`src/core/timer8_regs.vh`:
```
// constants for the 8-bit timer with one compare channel
`ifndef TIMER8_REGS_VH
`define TIMER8_REGS_VH
`define T8_BOTTOM 8'h00
`define T8_MAX 8'hFF
`define T8_CS_NONE 3'h0
`define T8_CS_DIV8 3'h2
`define T8_CS_DIV32 3'h3
`define T8_CS_DIV64 3'h4
`define T8_CS_DIV128 3'h5
`define T8_CS_DIV256 3'h6
`define T8_CS_DIV1024 3'h7
`define T8_WGM_NORMAL 2'h0
`define T8_WGM_PCPWM 2'h1
`define T8_WGM_CTC 2'h2
`define T8_WGM_FASTPWM 2'h3
`define T8_COM_NONE 2'h0
`define T8_COM_TOGGLE 2'h1
`define T8_COM_CLEAR 2'h2
`define T8_COM_SET 2'h3
`define T8_RST_BYTE 8'h00
`define T8_PRESC_W 10
`endif

```
`src/core/timer8_tick_gen.v`:
```
// timer clock tick generation: source select, 10-bit prescaler, stop
`timescale 1ns/1ps
`include "timer8_regs.vh"
module timer8_tick_gen
(
   input wire clk,
   input wire sys_rst,
   input wire async_clock_select,
   input wire osc_pin_in,
   input wire [2:0] clock_select_field,
   output wire osc_pin_out,
   output reg tick
);
   reg osc_s1_reg;
   reg osc_s2_reg;
   reg osc_s3_reg;
   reg [`T8_PRESC_W-1:0] presc_reg;
   wire src_edge;
   wire [`T8_PRESC_W-1:0] presc_next;
   // oscillator pin is outside the clock domain
   always @(posedge clk)
   begin
      if (sys_rst)
      begin
         osc_s1_reg <= 1'b0;
         osc_s2_reg <= 1'b0;
         osc_s3_reg <= 1'b0;
      end
      else
      begin
         osc_s1_reg <= osc_pin_in;
         osc_s2_reg <= osc_s1_reg;
         osc_s3_reg <= osc_s2_reg;
      end
   end
   // oscillator loop is external; output is inverted sync copy
   assign osc_pin_out = ~osc_s2_reg;
   assign src_edge = async_clock_select ? (osc_s2_reg & ~osc_s3_reg) : 1'b1;
   assign presc_next = presc_reg + {{(`T8_PRESC_W-1){1'b0}}, 1'b1};
   always @(posedge clk)
   begin
      if (sys_rst)
         presc_reg <= {`T8_PRESC_W{1'b0}};
      else if (src_edge)
         presc_reg <= presc_next;
   end
   always @*
   begin
      case (clock_select_field)
         `T8_CS_NONE: tick = 1'b0;
         3'h1: tick = src_edge;
         `T8_CS_DIV8: tick = src_edge & (presc_reg[2:0] == 3'h7);
         `T8_CS_DIV32: tick = src_edge & (presc_reg[4:0] == 5'h1F);
         `T8_CS_DIV64: tick = src_edge & (presc_reg[5:0] == 6'h3F);
         `T8_CS_DIV128: tick = src_edge & (presc_reg[6:0] == 7'h7F);
         `T8_CS_DIV256: tick = src_edge & (presc_reg[7:0] == 8'hFF);
         `T8_CS_DIV1024: tick = src_edge & (presc_reg == 10'h3FF);
         default: tick = 1'b0;
      endcase
   end
endmodule

```
`src/core/timer8_wavegen.v`:
```
// output compare state update on match or forced compare
`timescale 1ns/1ps
`include "timer8_regs.vh"
module timer8_wavegen
(
   input wire clk,
   input wire sys_rst,
   input wire [1:0] waveform_mode_field,
   input wire [1:0] compare_output_mode,
   input wire tick,
   input wire match_ok,
   input wire at_bottom,
   input wire force_ok,
   output reg compare_output_state
);
   reg state_next;
   wire pwm_mode;
   assign pwm_mode = waveform_mode_field[0];
   always @*
   begin
      state_next = compare_output_state;
      if (!pwm_mode)
      begin
         // forced or real match acts alike
         if ((tick & match_ok) | force_ok)
         begin
            case (compare_output_mode)
               `T8_COM_TOGGLE: state_next = ~compare_output_state;
               `T8_COM_CLEAR: state_next = 1'b0;
               `T8_COM_SET: state_next = 1'b1;
               default: state_next = compare_output_state;
            endcase
         end
      end
      else if (tick)
      begin
         // pwm: fast pwm com 2 non-inverted, 3 inverted; phase correct toggles for both; 1 reserved here
         if (waveform_mode_field == `T8_WGM_FASTPWM)
         begin
            if (match_ok)
               state_next = (compare_output_mode == `T8_COM_SET);
            else if (at_bottom)
               state_next = (compare_output_mode == `T8_COM_CLEAR);
         end
         else if (match_ok)
         begin
            state_next = ~compare_output_state;
         end
         if (compare_output_mode == `T8_COM_NONE ||
             compare_output_mode == `T8_COM_TOGGLE)
            state_next = compare_output_state;
      end
   end
   always @(posedge clk)
   begin
      if (sys_rst)
         compare_output_state <= 1'b0;
      else
         compare_output_state <= state_next;
   end
endmodule

```
`src/core/timer8_counter_compare_unit.v`:
```
// 8-bit timer/counter with one output compare channel
`timescale 1ns/1ps
`include "timer8_regs.vh"
module timer8_counter_compare_unit
(
   input wire clk,
   input wire sys_rst,
   input wire [2:0] clock_select_field,
   input wire [1:0] waveform_mode_field,
   input wire [1:0] compare_output_mode,
   input wire async_clock_select,
   input wire osc_pin_in,
   output wire osc_pin_out,
   input wire count_wr,
   input wire [7:0] count_wdata,
   output wire [7:0] count_value,
   input wire compare_wr,
   input wire [7:0] compare_wdata,
   output wire [7:0] compare_rdata,
   input wire force_compare_strobe,
   input wire compare_irq_enable,
   input wire overflow_irq_enable,
   input wire compare_flag_clr,
   input wire overflow_flag_clr,
   input wire compare_irq_ack,
   input wire overflow_irq_ack,
   output wire compare_match_flag,
   output wire overflow_flag,
   output wire [1:0] timer_flag_reg,
   output wire [1:0] timer_mask_reg,
   output wire compare_irq,
   output wire overflow_irq,
   input wire port_out,
   output wire pin_out
);
   reg [7:0] count_reg;
   reg [7:0] count_next;
   reg [7:0] compare_reg;
   reg [7:0] compare_next;
   reg [7:0] compare_buf_reg;
   reg [7:0] compare_buf_next;
   reg down_reg;
   reg down_next;
   reg cmp_flag_reg;
   reg ovf_flag_reg;
   reg block_reg;
   reg match_pend_reg;
   reg ovf_set;
   reg cmp_flag_next;
   reg ovf_flag_next;
   reg [7:0] rdata_reg;
   reg [7:0] rdata_next;
   wire tick;
   wire match;
   wire match_ok;
   wire buffered;
   wire at_top;
   wire at_bottom;
   wire at_max;
   wire [7:0] top_value;
   wire compare_output_state;
   wire cmp_clear;
   wire ovf_clear;
   wire cmp_set;

   timer8_tick_gen u_tick
   (
      .clk(clk),
      .sys_rst(sys_rst),
      .async_clock_select(async_clock_select),
      .osc_pin_in(osc_pin_in),
      .clock_select_field(clock_select_field),
      .osc_pin_out(osc_pin_out),
      .tick(tick)
   );

   assign at_bottom = (count_reg == `T8_BOTTOM);
   assign at_max = (count_reg == `T8_MAX);
   assign top_value = (waveform_mode_field == `T8_WGM_CTC) ? compare_reg : `T8_MAX;
   assign at_top = (count_reg == top_value);
   assign match = (count_reg == compare_reg);
   // match blocked one timer clock after count write
   assign match_ok = match & ~block_reg;
   // pwm modes are the odd mode codes
   assign buffered = waveform_mode_field[0];

   always @*
   begin
      count_next = count_reg;
      down_next = down_reg;
      ovf_set = 1'b0;
      if (tick)
      begin
         case (waveform_mode_field)
            `T8_WGM_NORMAL:
            begin
               // wrap without clear, flag as it hits zero
               count_next = count_reg + 8'h01;
               down_next = 1'b0;
               ovf_set = at_max;
            end
            `T8_WGM_CTC:
            begin
               down_next = 1'b0;
               // a blocked match clears nothing either
               if (match_ok)
                  count_next = `T8_BOTTOM;
               else
                  count_next = count_reg + 8'h01;
               ovf_set = at_max;
            end
            `T8_WGM_FASTPWM:
            begin
               count_next = count_reg + 8'h01;
               down_next = 1'b0;
               ovf_set = at_max;
            end
            `T8_WGM_PCPWM:
            begin
               // turn at max going up, at bottom going down
               if (down_reg)
               begin
                  if (at_bottom)
                  begin
                     down_next = 1'b0;
                     count_next = count_reg + 8'h01;
                     ovf_set = 1'b1;
                  end
                  else
                     count_next = count_reg - 8'h01;
               end
               else if (at_max)
               begin
                  down_next = 1'b1;
                  count_next = count_reg - 8'h01;
               end
               else
                  count_next = count_reg + 8'h01;
            end
            default: count_next = count_reg;
         endcase
      end
      // cpu write wins over clear or count
      // the dropped tick leaves no turn and no overflow behind
      if (count_wr)
      begin
         count_next = count_wdata;
         down_next = down_reg;
         ovf_set = 1'b0;
      end
   end

   // update at top (fast pwm) or top of up-slope (phase correct)
   always @*
   begin
      compare_next = compare_reg;
      compare_buf_next = compare_buf_reg;
      if (buffered)
      begin
         if (tick && at_top)
            compare_next = compare_buf_reg;
         if (compare_wr)
            compare_buf_next = compare_wdata;
      end
      else
      begin
         // unbuffered writes go straight to active
         if (compare_wr)
            compare_next = compare_wdata;
         compare_buf_next = compare_next;
      end
   end

   assign cmp_clear = compare_flag_clr | compare_irq_ack;
   assign ovf_clear = overflow_flag_clr | overflow_irq_ack;

   // flag follows the pending match by one tick
   assign cmp_set = tick & match_pend_reg;

   // set beats clear, so an event in the clearing cycle is never lost
   always @*
   begin
      cmp_flag_next = cmp_flag_reg;
      ovf_flag_next = ovf_flag_reg;
      // force never reaches flag or count
      if (cmp_set)
         cmp_flag_next = 1'b1;
      else if (cmp_clear)
         cmp_flag_next = 1'b0;
      // overflow set beats its clear as well
      if (ovf_set)
         ovf_flag_next = 1'b1;
      else if (ovf_clear)
         ovf_flag_next = 1'b0;
   end

   // read view registered, so a mode change shows next edge
   always @*
   begin
      if (buffered)
         rdata_next = compare_buf_next;
      else
         rdata_next = compare_next;
   end

   always @(posedge clk)
   begin
      if (sys_rst)
      begin
         count_reg <= `T8_RST_BYTE;
         compare_reg <= `T8_RST_BYTE;
         compare_buf_reg <= `T8_RST_BYTE;
         down_reg <= 1'b0;
         cmp_flag_reg <= 1'b0;
         ovf_flag_reg <= 1'b0;
         block_reg <= 1'b0;
         match_pend_reg <= 1'b0;
         rdata_reg <= `T8_RST_BYTE;
      end
      else
      begin
         count_reg <= count_next;
         compare_reg <= compare_next;
         compare_buf_reg <= compare_buf_next;
         down_reg <= down_next;
         // block holds until one timer clock passes
         if (count_wr)
            block_reg <= 1'b1;
         else if (tick)
            block_reg <= 1'b0;
         // match seen now, flag at next timer clock
         if (tick)
            match_pend_reg <= match_ok;
         cmp_flag_reg <= cmp_flag_next;
         ovf_flag_reg <= ovf_flag_next;
         rdata_reg <= rdata_next;
      end
   end

   timer8_wavegen u_wave
   (
      .clk(clk),
      .sys_rst(sys_rst),
      .waveform_mode_field(waveform_mode_field),
      .compare_output_mode(compare_output_mode),
      .tick(tick),
      .match_ok(match_ok),
      .at_bottom(at_bottom),
      .force_ok(force_compare_strobe),
      .compare_output_state(compare_output_state)
   );

   assign count_value = count_reg;
   assign compare_rdata = rdata_reg;
   assign compare_match_flag = cmp_flag_reg;
   assign overflow_flag = ovf_flag_reg;
   assign timer_flag_reg = {cmp_flag_reg, ovf_flag_reg};
   assign timer_mask_reg = {compare_irq_enable, overflow_irq_enable};
   assign compare_irq = cmp_flag_reg & compare_irq_enable;
   assign overflow_irq = ovf_flag_reg & overflow_irq_enable;
   // mode bits pick pin source immediately
   assign pin_out = (compare_output_mode != `T8_COM_NONE) ? compare_output_state : port_out;
endmodule

```
`config.mk`:
```
export PLATFORM = sky130hd
export DESIGN_NAME = timer8_counter_compare_unit
export DESIGN_NICKNAME = d
export VERILOG_FILES = /design/src/core/timer8_tick_gen.v /design/src/core/timer8_wavegen.v /design/src/core/timer8_counter_compare_unit.v
export VERILOG_INCLUDE_DIRS = /design/src /design/src/core
export SDC_FILE = /design/constraint.sdc
export NUM_CORES = 1
export LEC_CHECK = 0
export BUFFER_PORTS_ARGS = -buffer_cell sky130_fd_sc_hd__buf_2
export CAP_MARGIN = 20
export CORE_MARGIN = 4
export CORE_UTILIZATION = 46
export CTS_BUF_LIST = sky130_fd_sc_hd__clkbuf_4
export DETAILED_ROUTE_END_ITERATION = 10
export PLACE_DENSITY = 0.8
export SLEW_MARGIN = 30
export SYNTH_ARGS = -nofsm -noshare
export SYNTH_HDL_FRONTEND = slang
export SYNTH_SLANG_ARGS = --single-unit
export TNS_END_PERCENT = 20
```
`constraint.sdc`:
```
create_clock -name clk -period 2.8 [get_ports clk]
set_clock_uncertainty 0.15 [all_clocks]
set_input_delay 0.14 -clock clk [delete_from_list [all_inputs] [get_ports clk]]
set_output_delay 0.14 -clock clk [all_outputs]
set_load 0.02 [all_outputs]
```
==> results.json, run 1 <==
{
  "outcome": "finished clean",
  "num_rows": 29,
  "dr_total_vias": 3020,
  "syn_area_per_cell_um2": 8.09,
  "required_ns": 2.93,
  "yosys.area_share.xor_xnor_pct": 4.47,
  "layout.area.seq_mm2": 0.00102,
  "worstSetupEndpointType": "register",
  "y_dimension_of_the_die_um": 90.5,
  "p_leak_uw": 0.00163,
  "report.power.total_uw": 1630,
  "wl_per_cell_um": 14.4,
  "coreArea_mm2": 0.00649,
  "cts_hold_buf": 23,
  "layout_worst_path_cycle_share_pct": 88.8,
  "timing.hold.worst.class": "input pin to register",
  "synth_top_family_by_area": "simple AND/OR/NAND/NOR gates",
  "crit_chain": "ha_1, and3_1, ha_1, and3b_1, a2111oi_2, a31o_2, nand4_2, mux2i_1, a21oi_1",
  "route.detailed.drc": 0,
  "grt_pass1_wl_um": 13300,
  "start_util_pct": 48.2,
  "grt_start_max_net_pins": 31,
  "globalRouteTotalUtil_pct": 19.2,
  "setup_viol": 0,
  "timing.max_cap.violations": 0,
  "numClockSinks": 51,
  "number_of_nets_produced_by_synthesis": 434,
  "finalHoldViolations": 0,
  "setup_repair_after_global_routing_missed_its_margin": "false",
  "post_cts.resized_instances": 0,
  "max_stage_delay_ns": 0.40,
  "highest_layer": "met4",
  "floorplan.io_pins": 63,
  "timing.fmax_ghz": 0.402,
  "synth_simple_gate_area_share_pct": 24.7,
  "post_synth_inst_count": 387,
  "fill_cells": 578,
  "ys.flop_type": "sky130_fd_sc_hd__dfxtp_1",
  "buffers_added_on_ports": 62,
  "worst-endpoint-arrival_ns": 2.61,
  "cell_repeated_most_along_the_worst_path": "sky130_fd_sc_hd__ha_1",
  "slew_viol_final": 0,
  "synth-adder-area-share_pct": 4.00,
  "muxShareOfSynthArea_pct": 6.15,
  "finalWirelength_um": 7740,
  "detailedRoute.firstPassIterationCount": 5,
  "synth-compound-area-share_pct": 21.6,
  "clockBufferDepth": 2,
  "overflow": 0,
  "floorplan.die.width_um": 90.5,
  "cp-start-kind": "register",
  "yosysWarningCount": 0,
  "post_cts_setup_inserts": 0,
  "power-per-cell-area_mw_per_mm2": 429,
  "holdWs_ns": 0.0400,
  "synth-async-reset-ratio_pct": 0,
  "cts_buffers": 5,
  "edff_count_synth": 0,
  "synth_cell_types": 65,
  "routed_via_density": 5.61,
  "drt-met1-wl_um": 3470,
  "dr_wl_met3_um": 485,
  "cts_tree": "built",
  "via_count_of_the_first_global_routing_pass": 2893,
  "clock-root-buffer": "sky130_fd_sc_hd__clkbuf_4",
  "tightestPinTransition_ns": 0.732,
  "max_ffs_per_register": 10,
  "clkSlewWorstSetupHoldPaths_ns": 0.15,
  "timing_worst_setup_path_type": "register to register",
  "diodes_inserted": 0,
  "critPathSlowestCell": "sky130_fd_sc_hd__dfxtp_1",
  "place_hpwl_um": 5540,
  "relSlewSlack_pct": 51.1,
  "drive_above_1_share_pct": 20.6,
  "mappedNetlistArea_mm2": 0.00313,
  "post_synthesis_sequential_area_ratio_pct": 32.6,
  "path_max_fanout": 8,
  "totalNegativeSetupSlack_ns": 0,
  "grt_antenna_before_repair": 0,
  "number_of_drc_violations_after_detailed_routing_iteration_0": 249,
  "multiInputGateArea_mm2": 0.00191,
  "htreeDepth": 2,
  "finalWeightedCongestion": 0.926,
  "synthToLayoutAreaGrowth_pct": 20.9,
  "post-route-min-period_ns": 2.49,
  "met2RoutedLength_um": 3710,
  "antenna_violating_nets_post_route": 0,
  "ys_ff_latch": 51,
  "finish.net_count": 507,
  "design.die.area_mm2": 0.00819,
  "clk-insertion-delay-late_ns": 0.38,
  "final_util_pct": 58.3,
  "power.ir.vdd_worst_uv": 247
}
==> kinds of logic after synthesis <==
kind of cell,Yosys count
simple gates,139
compound gates,104
flops,51
buf+inv,48
mux,19
xor+xnor,16
fa+ha+maj,10
==> layer usage <==
metal / GRT usage, % / vias to the layer above
met4: 4.72 / 0
met3: 3.33 / 10
met1: 24.4 / 1384
met2: 33.4 / 106
met5: 0 / -
li1: - / 1520
==> metrics by stage <==
step,setup WS [ns],instance area (µm²),cells
5_1_grt,0.0324,3790,538
3_5_place_dp,0.321,3470,507
2_1_floorplan,0.183,3130,387
4_1_cts,0.286,3790,538
3_3_place_gp,0.403,3470,507
6_report,0.314,3790,538
==> cells in the mapped netlist (2+ instances only) <==
master | number | area share, %
sky130_fd_sc_hd__mux2i_1 | 17 | 5.4
sky130_fd_sc_hd__ha_1 | 10 | 4.0
sky130_fd_sc_hd__nand3_1 | 16 | 2.6
sky130_fd_sc_hd__xor2_1 | 4 | 1.1
sky130_fd_sc_hd__a211oi_1 | 6 | 1.4
sky130_fd_sc_hd__buf_4 | 4 | 0.96
sky130_fd_sc_hd__o31ai_1 | 2 | 0.48
sky130_fd_sc_hd__o2bb2ai_1 | 2 | 0.56
sky130_fd_sc_hd__nor2b_1 | 6 | 1.2
sky130_fd_sc_hd__o21ai_0 | 28 | 4.5
sky130_fd_sc_hd__a311oi_1 | 2 | 0.56
sky130_fd_sc_hd__nor4_1 | 3 | 0.60
sky130_fd_sc_hd__and2_0 | 2 | 0.40
sky130_fd_sc_hd__nand2_1 | 25 | 3.0
sky130_fd_sc_hd__a221oi_1 | 2 | 0.56
sky130_fd_sc_hd__o211ai_1 | 5 | 1.2
sky130_fd_sc_hd__dfxtp_1 | 51 | 33
sky130_fd_sc_hd__a31oi_1 | 6 | 1.2
sky130_fd_sc_hd__nor3_1 | 3 | 0.48
sky130_fd_sc_hd__clkbuf_1 | 19 | 2.3
sky130_fd_sc_hd__o22ai_1 | 4 | 0.80
sky130_fd_sc_hd__nor2_1 | 31 | 3.7
sky130_fd_sc_hd__and2_1 | 15 | 3.0
sky130_fd_sc_hd__nand4b_1 | 2 | 0.56
sky130_fd_sc_hd__and3_1 | 7 | 1.4
sky130_fd_sc_hd__buf_2 | 2 | 0.32
sky130_fd_sc_hd__mux2_2 | 2 | 0.72
sky130_fd_sc_hd__o21a_1 | 4 | 0.96
sky130_fd_sc_hd__xnor2_1 | 12 | 3.4
sky130_fd_sc_hd__or3_1 | 8 | 1.6
sky130_fd_sc_hd__a21oi_1 | 26 | 4.2
sky130_fd_sc_hd__a22oi_1 | 4 | 0.96
sky130_fd_sc_hd__nand2b_1 | 6 | 1.2
sky130_fd_sc_hd__inv_1 | 20 | 2.4
==> final cells by class <==
type                            count  share of cell area (%)
Multi-Input combinational cell    288                    50.3
Sequential cell                    51                    27.0
Timing Repair Buffer               93                    15.9
Tap cell                           77                    2.54
Inverter                           21                    2.08
Clock inverter                      3                    1.22
Clock buffer                        5                   0.991
==> power breakdown <==
part	internal (µW)	switching (µW)
clock network	191	256
registers	764	40.2
logic	166	209
total	1120	505
==> critical path: cells and delay by family, from the launching register on <==
kind | cells | cell delay, ns
simple gates | 3 | 0.64
mux | 1 | 0.25
compound gates | 3 | 0.60
fa+ha+maj | 2 | 0.33
flops | 1 | 0.40
==> final timing paths <==
kind,startpoint,endpoint,slack [ns],depth (start not counted)
max,u_tick.presc_reg[0],compare_reg[3],0.31,9
min,force_compare_strobe,u_wave.compare_output_state,0.04,5
max reg2reg,u_tick.presc_reg[0],compare_reg[3],0.31,9
min reg2reg,u_tick.osc_s1_reg,u_tick.osc_s2_reg,0.31,1
==> cells in the final DEF, fill, tap and decap left out, types with 7 or more instances in the layout <==
| cell type | n |
|---|---|
| sky130_fd_sc_hd__nand3_1 | 16 |
| sky130_fd_sc_hd__a21oi_1 | 26 |
| sky130_fd_sc_hd__and2_1 | 15 |
| sky130_fd_sc_hd__inv_1 | 20 |
| sky130_fd_sc_hd__and3_1 | 7 |
| sky130_fd_sc_hd__or3_1 | 8 |
| sky130_fd_sc_hd__nand2_1 | 25 |
| sky130_fd_sc_hd__mux2i_1 | 17 |
| sky130_fd_sc_hd__xnor2_1 | 12 |
| sky130_fd_sc_hd__buf_4 | 8 |
| sky130_fd_sc_hd__buf_2 | 62 |
| sky130_fd_sc_hd__nor2_1 | 31 |
| sky130_fd_sc_hd__dlygate4sd3_1 | 23 |
| sky130_fd_sc_hd__dfxtp_1 | 51 |
| sky130_fd_sc_hd__ha_1 | 10 |
| sky130_fd_sc_hd__o21ai_0 | 28 |
(Power assumes the default switching activity.)
==> run 2, diff against run 1 <==
GPL_TIMING_DRIVEN = 0   (was default)
==> run 2 against run 1 <==
The run now ends with negative hold slack left. Final cell count up 2.6%. Core utilization up 0.69 points. Wire length up 6.8%. Count of clock-buffer cells in the layout up 1. Design area up 1.2%. Sequential power down 1%. Global-route usage up 0.91 points. Register-to-register slack worse by 0.07 ns. Sequential share of layout area down 0.32 points. Non-clock buffer count up 15. Via count up 3.1%. First-iteration DRC count up 14%.
==> results.json, run 2 (synthesized netlist as in run 1, its figures left out) <==
{
  "timing.max_cap.violations": 0,
  "clk-insertion-delay-late_ns": 0.37,
  "cp_num_cells": 10,
  "placed_cells_incl_taps": 524,
  "grt_start_max_net_pins": 15,
  "num_rows": 29,
  "layout_worst_path_cycle_share_pct": 93.3,
  "required_ns": 2.93,
  "finish.net_count": 522,
  "max_stage_delay_ns": 0.44,
  "highest_layer": "met4",
  "finalWirelength_um": 8260,
  "route.detailed.drc": 0,
  "start_util_pct": 48.2,
  "setup_viol": 0,
  "antenna_violating_nets_post_route": 0,
  "clockBufferDepth": 2,
  "outcome": "complete, but fails checks",
  "globalRouteTotalUtil_pct": 20.1,
  "drt-met1-wl_um": 3590,
  "floorplan.io_pins": 63,
  "worst-r2r-cell-count": 9,
  "coreArea_mm2": 0.00649,
  "dr_wl_met3_um": 596,
  "tightestPinTransition_ns": 0.529,
  "grt_antenna_before_repair": 0,
  "post-route-min-period_ns": 2.61,
  "layout.cells.most_common": "sky130_fd_sc_hd__buf_2",
  "sum_of_buffers_and_inverters_on_the_critical_path": 4,
  "finalWeightedCongestion": 0.939,
  "crit_chain": "buf_2, clkbuf_2, clkbuf_1, inv_1, ha_1, nand2b_1, a21oi_1, nor3_1, o21a_1, a311oi_1",
  "cts_buffers": 5,
  "setup_ws_ns": 0.189,
  "power.ir.vdd_worst_uv": 269,
  "drive_above_1_share_pct": 19.8,
  "worstSetupEndpointType": "register",
  "place_hpwl_um": 6060,
  "critPathSlowestCell": "sky130_fd_sc_hd__a21oi_1",
  "htreeDepth": 2,
  "timing.fmax_ghz": 0.383,
  "routed_via_density": 5.64,
  "cts_tree": "built",
  "met2RoutedLength_um": 4020,
  "buffers_added_on_ports": 60,
  "finalHoldViolations": 1,
  "final_util_pct": 59.0,
  "cp-start-kind": "input pin",
  "max_ffs_per_register": 10,
  "grt_pass1_wl_um": 13800,
  "wl_per_cell_um": 15.0,
  "failed_checks": "negative hold slack",
  "y_dimension_of_the_die_um": 90.5,
  "setup_repair_after_global_routing_missed_its_margin": "false",
  "slew_viol_final": 0,
  "detailedRoute.firstPassIterationCount": 4,
  "timing.hold.worst.class": "input pin to register",
  "holdWs_ns": -0.00278,
  "dr_total_vias": 3113,
  "numClockSinks": 51,
  "dpl_worst_slack_ns": -0.614,
  "timing.critical_path.max_delay_family": "buffers and inverters",
  "diodes_inserted": 0,
  "clkSlewWorstSetupHoldPaths_ns": 0.13,
  "synthToLayoutAreaGrowth_pct": 22.3,
  "relSlewSlack_pct": 64.7,
  "path_max_fanout": 14,
  "via_count_of_the_first_global_routing_pass": 2966,
  "number_of_drc_violations_after_detailed_routing_iteration_0": 284,
  "design.die.area_mm2": 0.00819,
  "overflow": 0,
  "worst-endpoint-arrival_ns": 2.74,
  "fin_cells": 552,
  "report.power.total_uw": 1610,
  "clock-root-buffer": "sky130_fd_sc_hd__clkbuf_4",
  "p_leak_uw": 0.00165,
  "layout_common_cells": "sky130_fd_sc_hd__buf_2 (61), sky130_fd_sc_hd__dfxtp_1 (51), sky130_fd_sc_hd__nor2_1 (31)",
  "min_delay_path_depth": 4,
  "floorplan.die.width_um": 90.5,
  "timing_worst_setup_path_type": "input pin to register",
  "power-per-cell-area_mw_per_mm2": 421
}
==> run 2: cell types whose count changed in the layout (fill, tap and decap cells not counted), moves of 2 or more <==
cell,delta
sky130_fd_sc_hd__clkbuf_4,+2
sky130_fd_sc_hd__buf_4,-3
sky130_fd_sc_hd__dlygate4sd3_1,-2
sky130_fd_sc_hd__clkbuf_1,+17
sky130_fd_sc_hd__clkbuf_2,+2
==> run 2: layer usage <==
metal | global-route usage [%] | vias up
met1 | 25.7 | 1445
met3 | 4.67 | 9
li1 | - | 1554
met5 | 0 | -
met4 | 4.08 | 0
met2 | 34.3 | 105
==> run 2: path summary, 6_finish.rpt <==
path / startpoint / endpoint / slack (ns)
max: waveform_mode_field[0] / count_value[1] / 0.19
max reg2reg: u_tick.presc_reg[0] / u_wave.compare_output_state / 0.24
min: compare_wdata[6] / compare_buf_reg[6] / -0.003
min reg2reg: u_tick.osc_s1_reg / u_tick.osc_s2_reg / 0.31
==> run 2: per-stage QoR <==
step	setup TNS [ns]	hold slack, ns	area (µm²)
after global routing	0	0.0103	3830
after global placement	-5.41	0.197	3530
after floorplan	0	0.118	3130
final	0	-0.00278	3830
after CTS	0	0.00115	3810
after detailed placement	-6.89	0.205	3530
==> run 2: cell type report <==
type                    instances  area (µm²)
plain buffers                  26         128
repair buffers                 82         518
clock inverters                 1        30.0
well taps                      77        96.3
multi-input cells             288        1910
flip-flops and latches         51        1020
clock buffers                   6        45.0
inverters                      21        78.8
fillers                       581        2660
==> run 2: worst register-to-register path, cell delays in order (launching register included) <==
cell and delay (ns):
sky130_fd_sc_hd__dfxtp_1 0.41, sky130_fd_sc_hd__ha_1 0.21, sky130_fd_sc_hd__and3_1 0.18, sky130_fd_sc_hd__ha_1 0.13, sky130_fd_sc_hd__and3b_1 0.18, sky130_fd_sc_hd__a2111oi_2 0.33, sky130_fd_sc_hd__a31oi_1 0.14, sky130_fd_sc_hd__clkbuf_2 0.27
sky130_fd_sc_hd__o31ai_4 0.30, sky130_fd_sc_hd__mux2i_1 0.20
==> run 2: report_power, final <==
part	internal (µW)	total [µW]	switching (µW)	leakage [µW]
Sequential	764	794	29.6	0.000419
Combinational	167	395	229	0.00119
Clock	194	425	231	0.0000417
Total	1120	1610	490	0.00165
==> run 2: timing repair <==
item                                   in CTS  in global routing
buffers inserted                            0                  1
gates cloned                                0                  0
pin swaps                                   0                  0
resized for setup                           0                  6
endpoints found under the hold margin      23                  0
setup endpoints to repair                  13                 17
hold buffers                               21                  0
==> run 3, diff against run 2 <==
CORE_UTILIZATION = 30   (was 46)
PLACE_DENSITY = 0.58   (was 0.8)
clock period = 3.3 ns   (was 2.8 ns; I/O delays follow)
==> run 3 against run 2 <==
The flow now finishes without violations. Clock power decreased by 12%. Flip-flop and latch count unchanged. Power decreased by 15%. Global-route usage decreased by 5.5 points. Wire length increased by 5.6%. Register-to-register slack improved by 0.33 ns. Die area increased by 48%. Combinational power decreased by 16%. Setup slack improved by 0.30 ns. Core utilization decreased by 21 points. Critical path depth unchanged. Final cell count increased by 10%. Largest power group unchanged.
==> results.json, run 3 (synthesized netlist as in run 1, its figures left out) <==
{
  "grt_start_max_net_pins": 17,
  "clkSlewWorstSetupHoldPaths_ns": 0.15,
  "max_stage_delay_ns": 0.45,
  "grt_pass1_wl_um": 14200,
  "post_cts.resized_instances": 0,
  "clockBufferDepth": 2,
  "relSlewSlack_pct": 61.6,
  "required_ns": 3.43,
  "route.detailed.drc": 0,
  "num_rows": 37,
  "antenna_violating_nets_post_route": 0,
  "power-per-cell-area_mw_per_mm2": 356,
  "timing.max_cap.violations": 0,
  "power.net_switching_uw": 430,
  "path_max_fanout": 14,
  "start_util_pct": 30.6,
  "wl_per_cell_um": 14.3,
  "p_clk_share_pct": 27.1,
  "layout_common_cells": "sky130_fd_sc_hd__buf_2 (62), sky130_fd_sc_hd__dfxtp_1 (51), sky130_fd_sc_hd__nor2_1 (31)",
  "timing.hold.worst.class": "input pin to register",
  "detailedRoute.firstPassIterationCount": 4,
  "place_area_mm2": 0.00360,
  "coreArea_mm2": 0.0102,
  "cp-start-kind": "input pin",
  "clk-insertion-delay-late_ns": 0.38,
  "number_of_drc_violations_after_detailed_routing_iteration_0": 118,
  "setup_viol": 0,
  "diodes_inserted": 0,
  "finalHoldViolations": 0,
  "worstSetupEndpointType": "register",
  "clock-root-buffer": "sky130_fd_sc_hd__clkbuf_4",
  "setup_repair_after_global_routing_missed_its_margin": "false",
  "report.power.total_uw": 1380,
  "cts_tree": "built",
  "p_leak_uw": 0.00163,
  "combPwrFrac_pct": 24.0,
  "via_count_of_the_first_global_routing_pass": 2947,
  "max_ffs_per_register": 10,
  "critPathSlowestCell": "sky130_fd_sc_hd__a21oi_1",
  "grt_antenna_before_repair": 0,
  "routed_via_density": 5.00,
  "y_dimension_of_the_die_um": 110,
  "numClockSinks": 51,
  "design.die.area_mm2": 0.0121,
  "power.ir.vdd_worst_uv": 225,
  "post_cts_setup_inserts": 0,
  "sequentialPowerShare_pct": 48.9,
  "dr_total_vias": 3044,
  "floorplan.io_pins": 63,
  "slew_viol_final": 0,
  "cts_buffers": 5,
  "buffers_added_on_ports": 60,
  "tightestPinTransition_ns": 0.575,
  "layout_worst_path_cycle_share_pct": 85.1,
  "overflow": 0,
  "finalWirelength_um": 8720,
  "netSwitchingFraction_pct": 31.2,
  "outcome": "finished clean",
  "timing.critical_path.max_delay_family": "buffers and inverters",
  "sum_of_buffers_and_inverters_on_the_critical_path": 4,
  "globalRouteTotalUtil_pct": 14.5,
  "post-route-min-period_ns": 2.81,
  "timing_worst_setup_path_type": "input pin to register",
  "power_report.internal_total_uw": 947,
  "timing.fmax_ghz": 0.356,
  "setup_ws_ns": 0.492,
  "design_area_mm2": 0.00387,
  "synthToLayoutAreaGrowth_pct": 23.5,
  "place_hpwl_um": 6660,
  "dpl_worst_slack_ns": -0.277,
  "drive_above_1_share_pct": 19.2,
  "crit_chain": "buf_2, clkbuf_1, clkbuf_1, inv_1, ha_1, nand2b_1, a21oi_1, nor3_1, o21a_1, a311oi_1",
  "finalWeightedCongestion": 0.898,
  "finish.net_count": 519,
  "cell_repeated_most_along_the_worst_path": "sky130_fd_sc_hd__clkbuf_1",
  "worst-endpoint-arrival_ns": 2.94,
  "floorplan.die.width_um": 110,
  "layout.cells.most_common": "sky130_fd_sc_hd__buf_2",
  "htreeDepth": 2
}
## run 3: changes by cell type in the layout (fill, tap and decap cells not counted)
cell	delta
sky130_fd_sc_hd__clkbuf_1	+2
sky130_fd_sc_hd__clkbuf_2	-2
sky130_fd_sc_hd__clkbuf_4	-2
sky130_fd_sc_hd__dlygate4sd3_1	-2
sky130_fd_sc_hd__buf_2	+1
sky130_fd_sc_hd__buf_4	-1
sky130_fd_sc_hd__clkinv_1	+1
sky130_fd_sc_hd__inv_6	+1
sky130_fd_sc_hd__nand4_2	+1
sky130_fd_sc_hd__nand4_4	-1
## run 3: area by class of cell
| type | instances | area [µm²] |
|---|---|---|
| Fill cell | 1077 | 6360 |
| Multi-Input combinational cell | 288 | 1910 |
| Sequential cell | 51 | 1020 |
| Timing Repair Buffer | 79 | 490 |
| Tap cell | 136 | 170 |
| Buffer | 26 | 123 |
| Inverter | 21 | 78.8 |
| Clock inverter | 3 | 42.5 |
| Clock buffer | 5 | 37.5 |
## run 3: power groups by stage
| stage | Sequential, µW | Clock [µW] | Combinational (µW) |
|---|---|---|---|
| global placement | 687 | 0 | 307 |
| global route | 679 | 414 | 368 |
| detailed placement | 687 | 0 | 312 |
| CTS | 674 | 388 | 331 |
| finish | 674 | 373 | 330 |
| floorplan | 696 | 0 | 206 |
## run 3: stage by stage
stage	TNS (ns)	cells	utilization [%]	hold WS (ns)
after CTS	0	610	37.9	0.00507
after global routing	0	609	37.8	0.00823
final	0	609	37.8	0.00281
after global placement	-0.390	583	35.2	0.223
after detailed placement	-1.09	583	35.2	0.248
after floorplan	0	387	-	0.143
## run 3: repair_timing
item / in CTS / in global routing
hold buffers: 19 / 0
endpoints found under the setup margin: 0 / 1
endpoints found under the hold margin: 19 / 0
## run 3: layer usage
layer  part of all wire [%]  GRT usage [%]  up-vias
met4                   0.94           4.40        0
met2                     48           24.3       83
met1                     46           19.1     1414
met5                      0              0        -
li1                       -              -     1538
met3                    5.3           2.62        9
## run 3: worst reg2reg max path, cell delays in order (launching register included)
cell and delay, ns:
sky130_fd_sc_hd__dfxtp_1 0.37, sky130_fd_sc_hd__ha_1 0.23, sky130_fd_sc_hd__and3_1 0.19, sky130_fd_sc_hd__ha_1 0.17, sky130_fd_sc_hd__and3b_1 0.22, sky130_fd_sc_hd__a2111oi_2 0.06, sky130_fd_sc_hd__a31oi_1 0.30, sky130_fd_sc_hd__clkbuf_1 0.50
sky130_fd_sc_hd__a21oi_1 0.14, sky130_fd_sc_hd__a311oi_1 0.31
## run 3: final timing paths
kind | startpoint | to | slack [ns] | depth (start not counted)
worst max-delay path | waveform_mode_field[0] | count_value[1] | 0.49 | 10
worst min-delay path | compare_wdata[0] | compare_rdata[0] | 0.003 | 4
worst max register to register | u_tick.presc_reg[0] | count_value[1] | 0.57 | 9
worst min register to register | u_tick.osc_s1_reg | u_tick.osc_s2_reg | 0.31 | 1
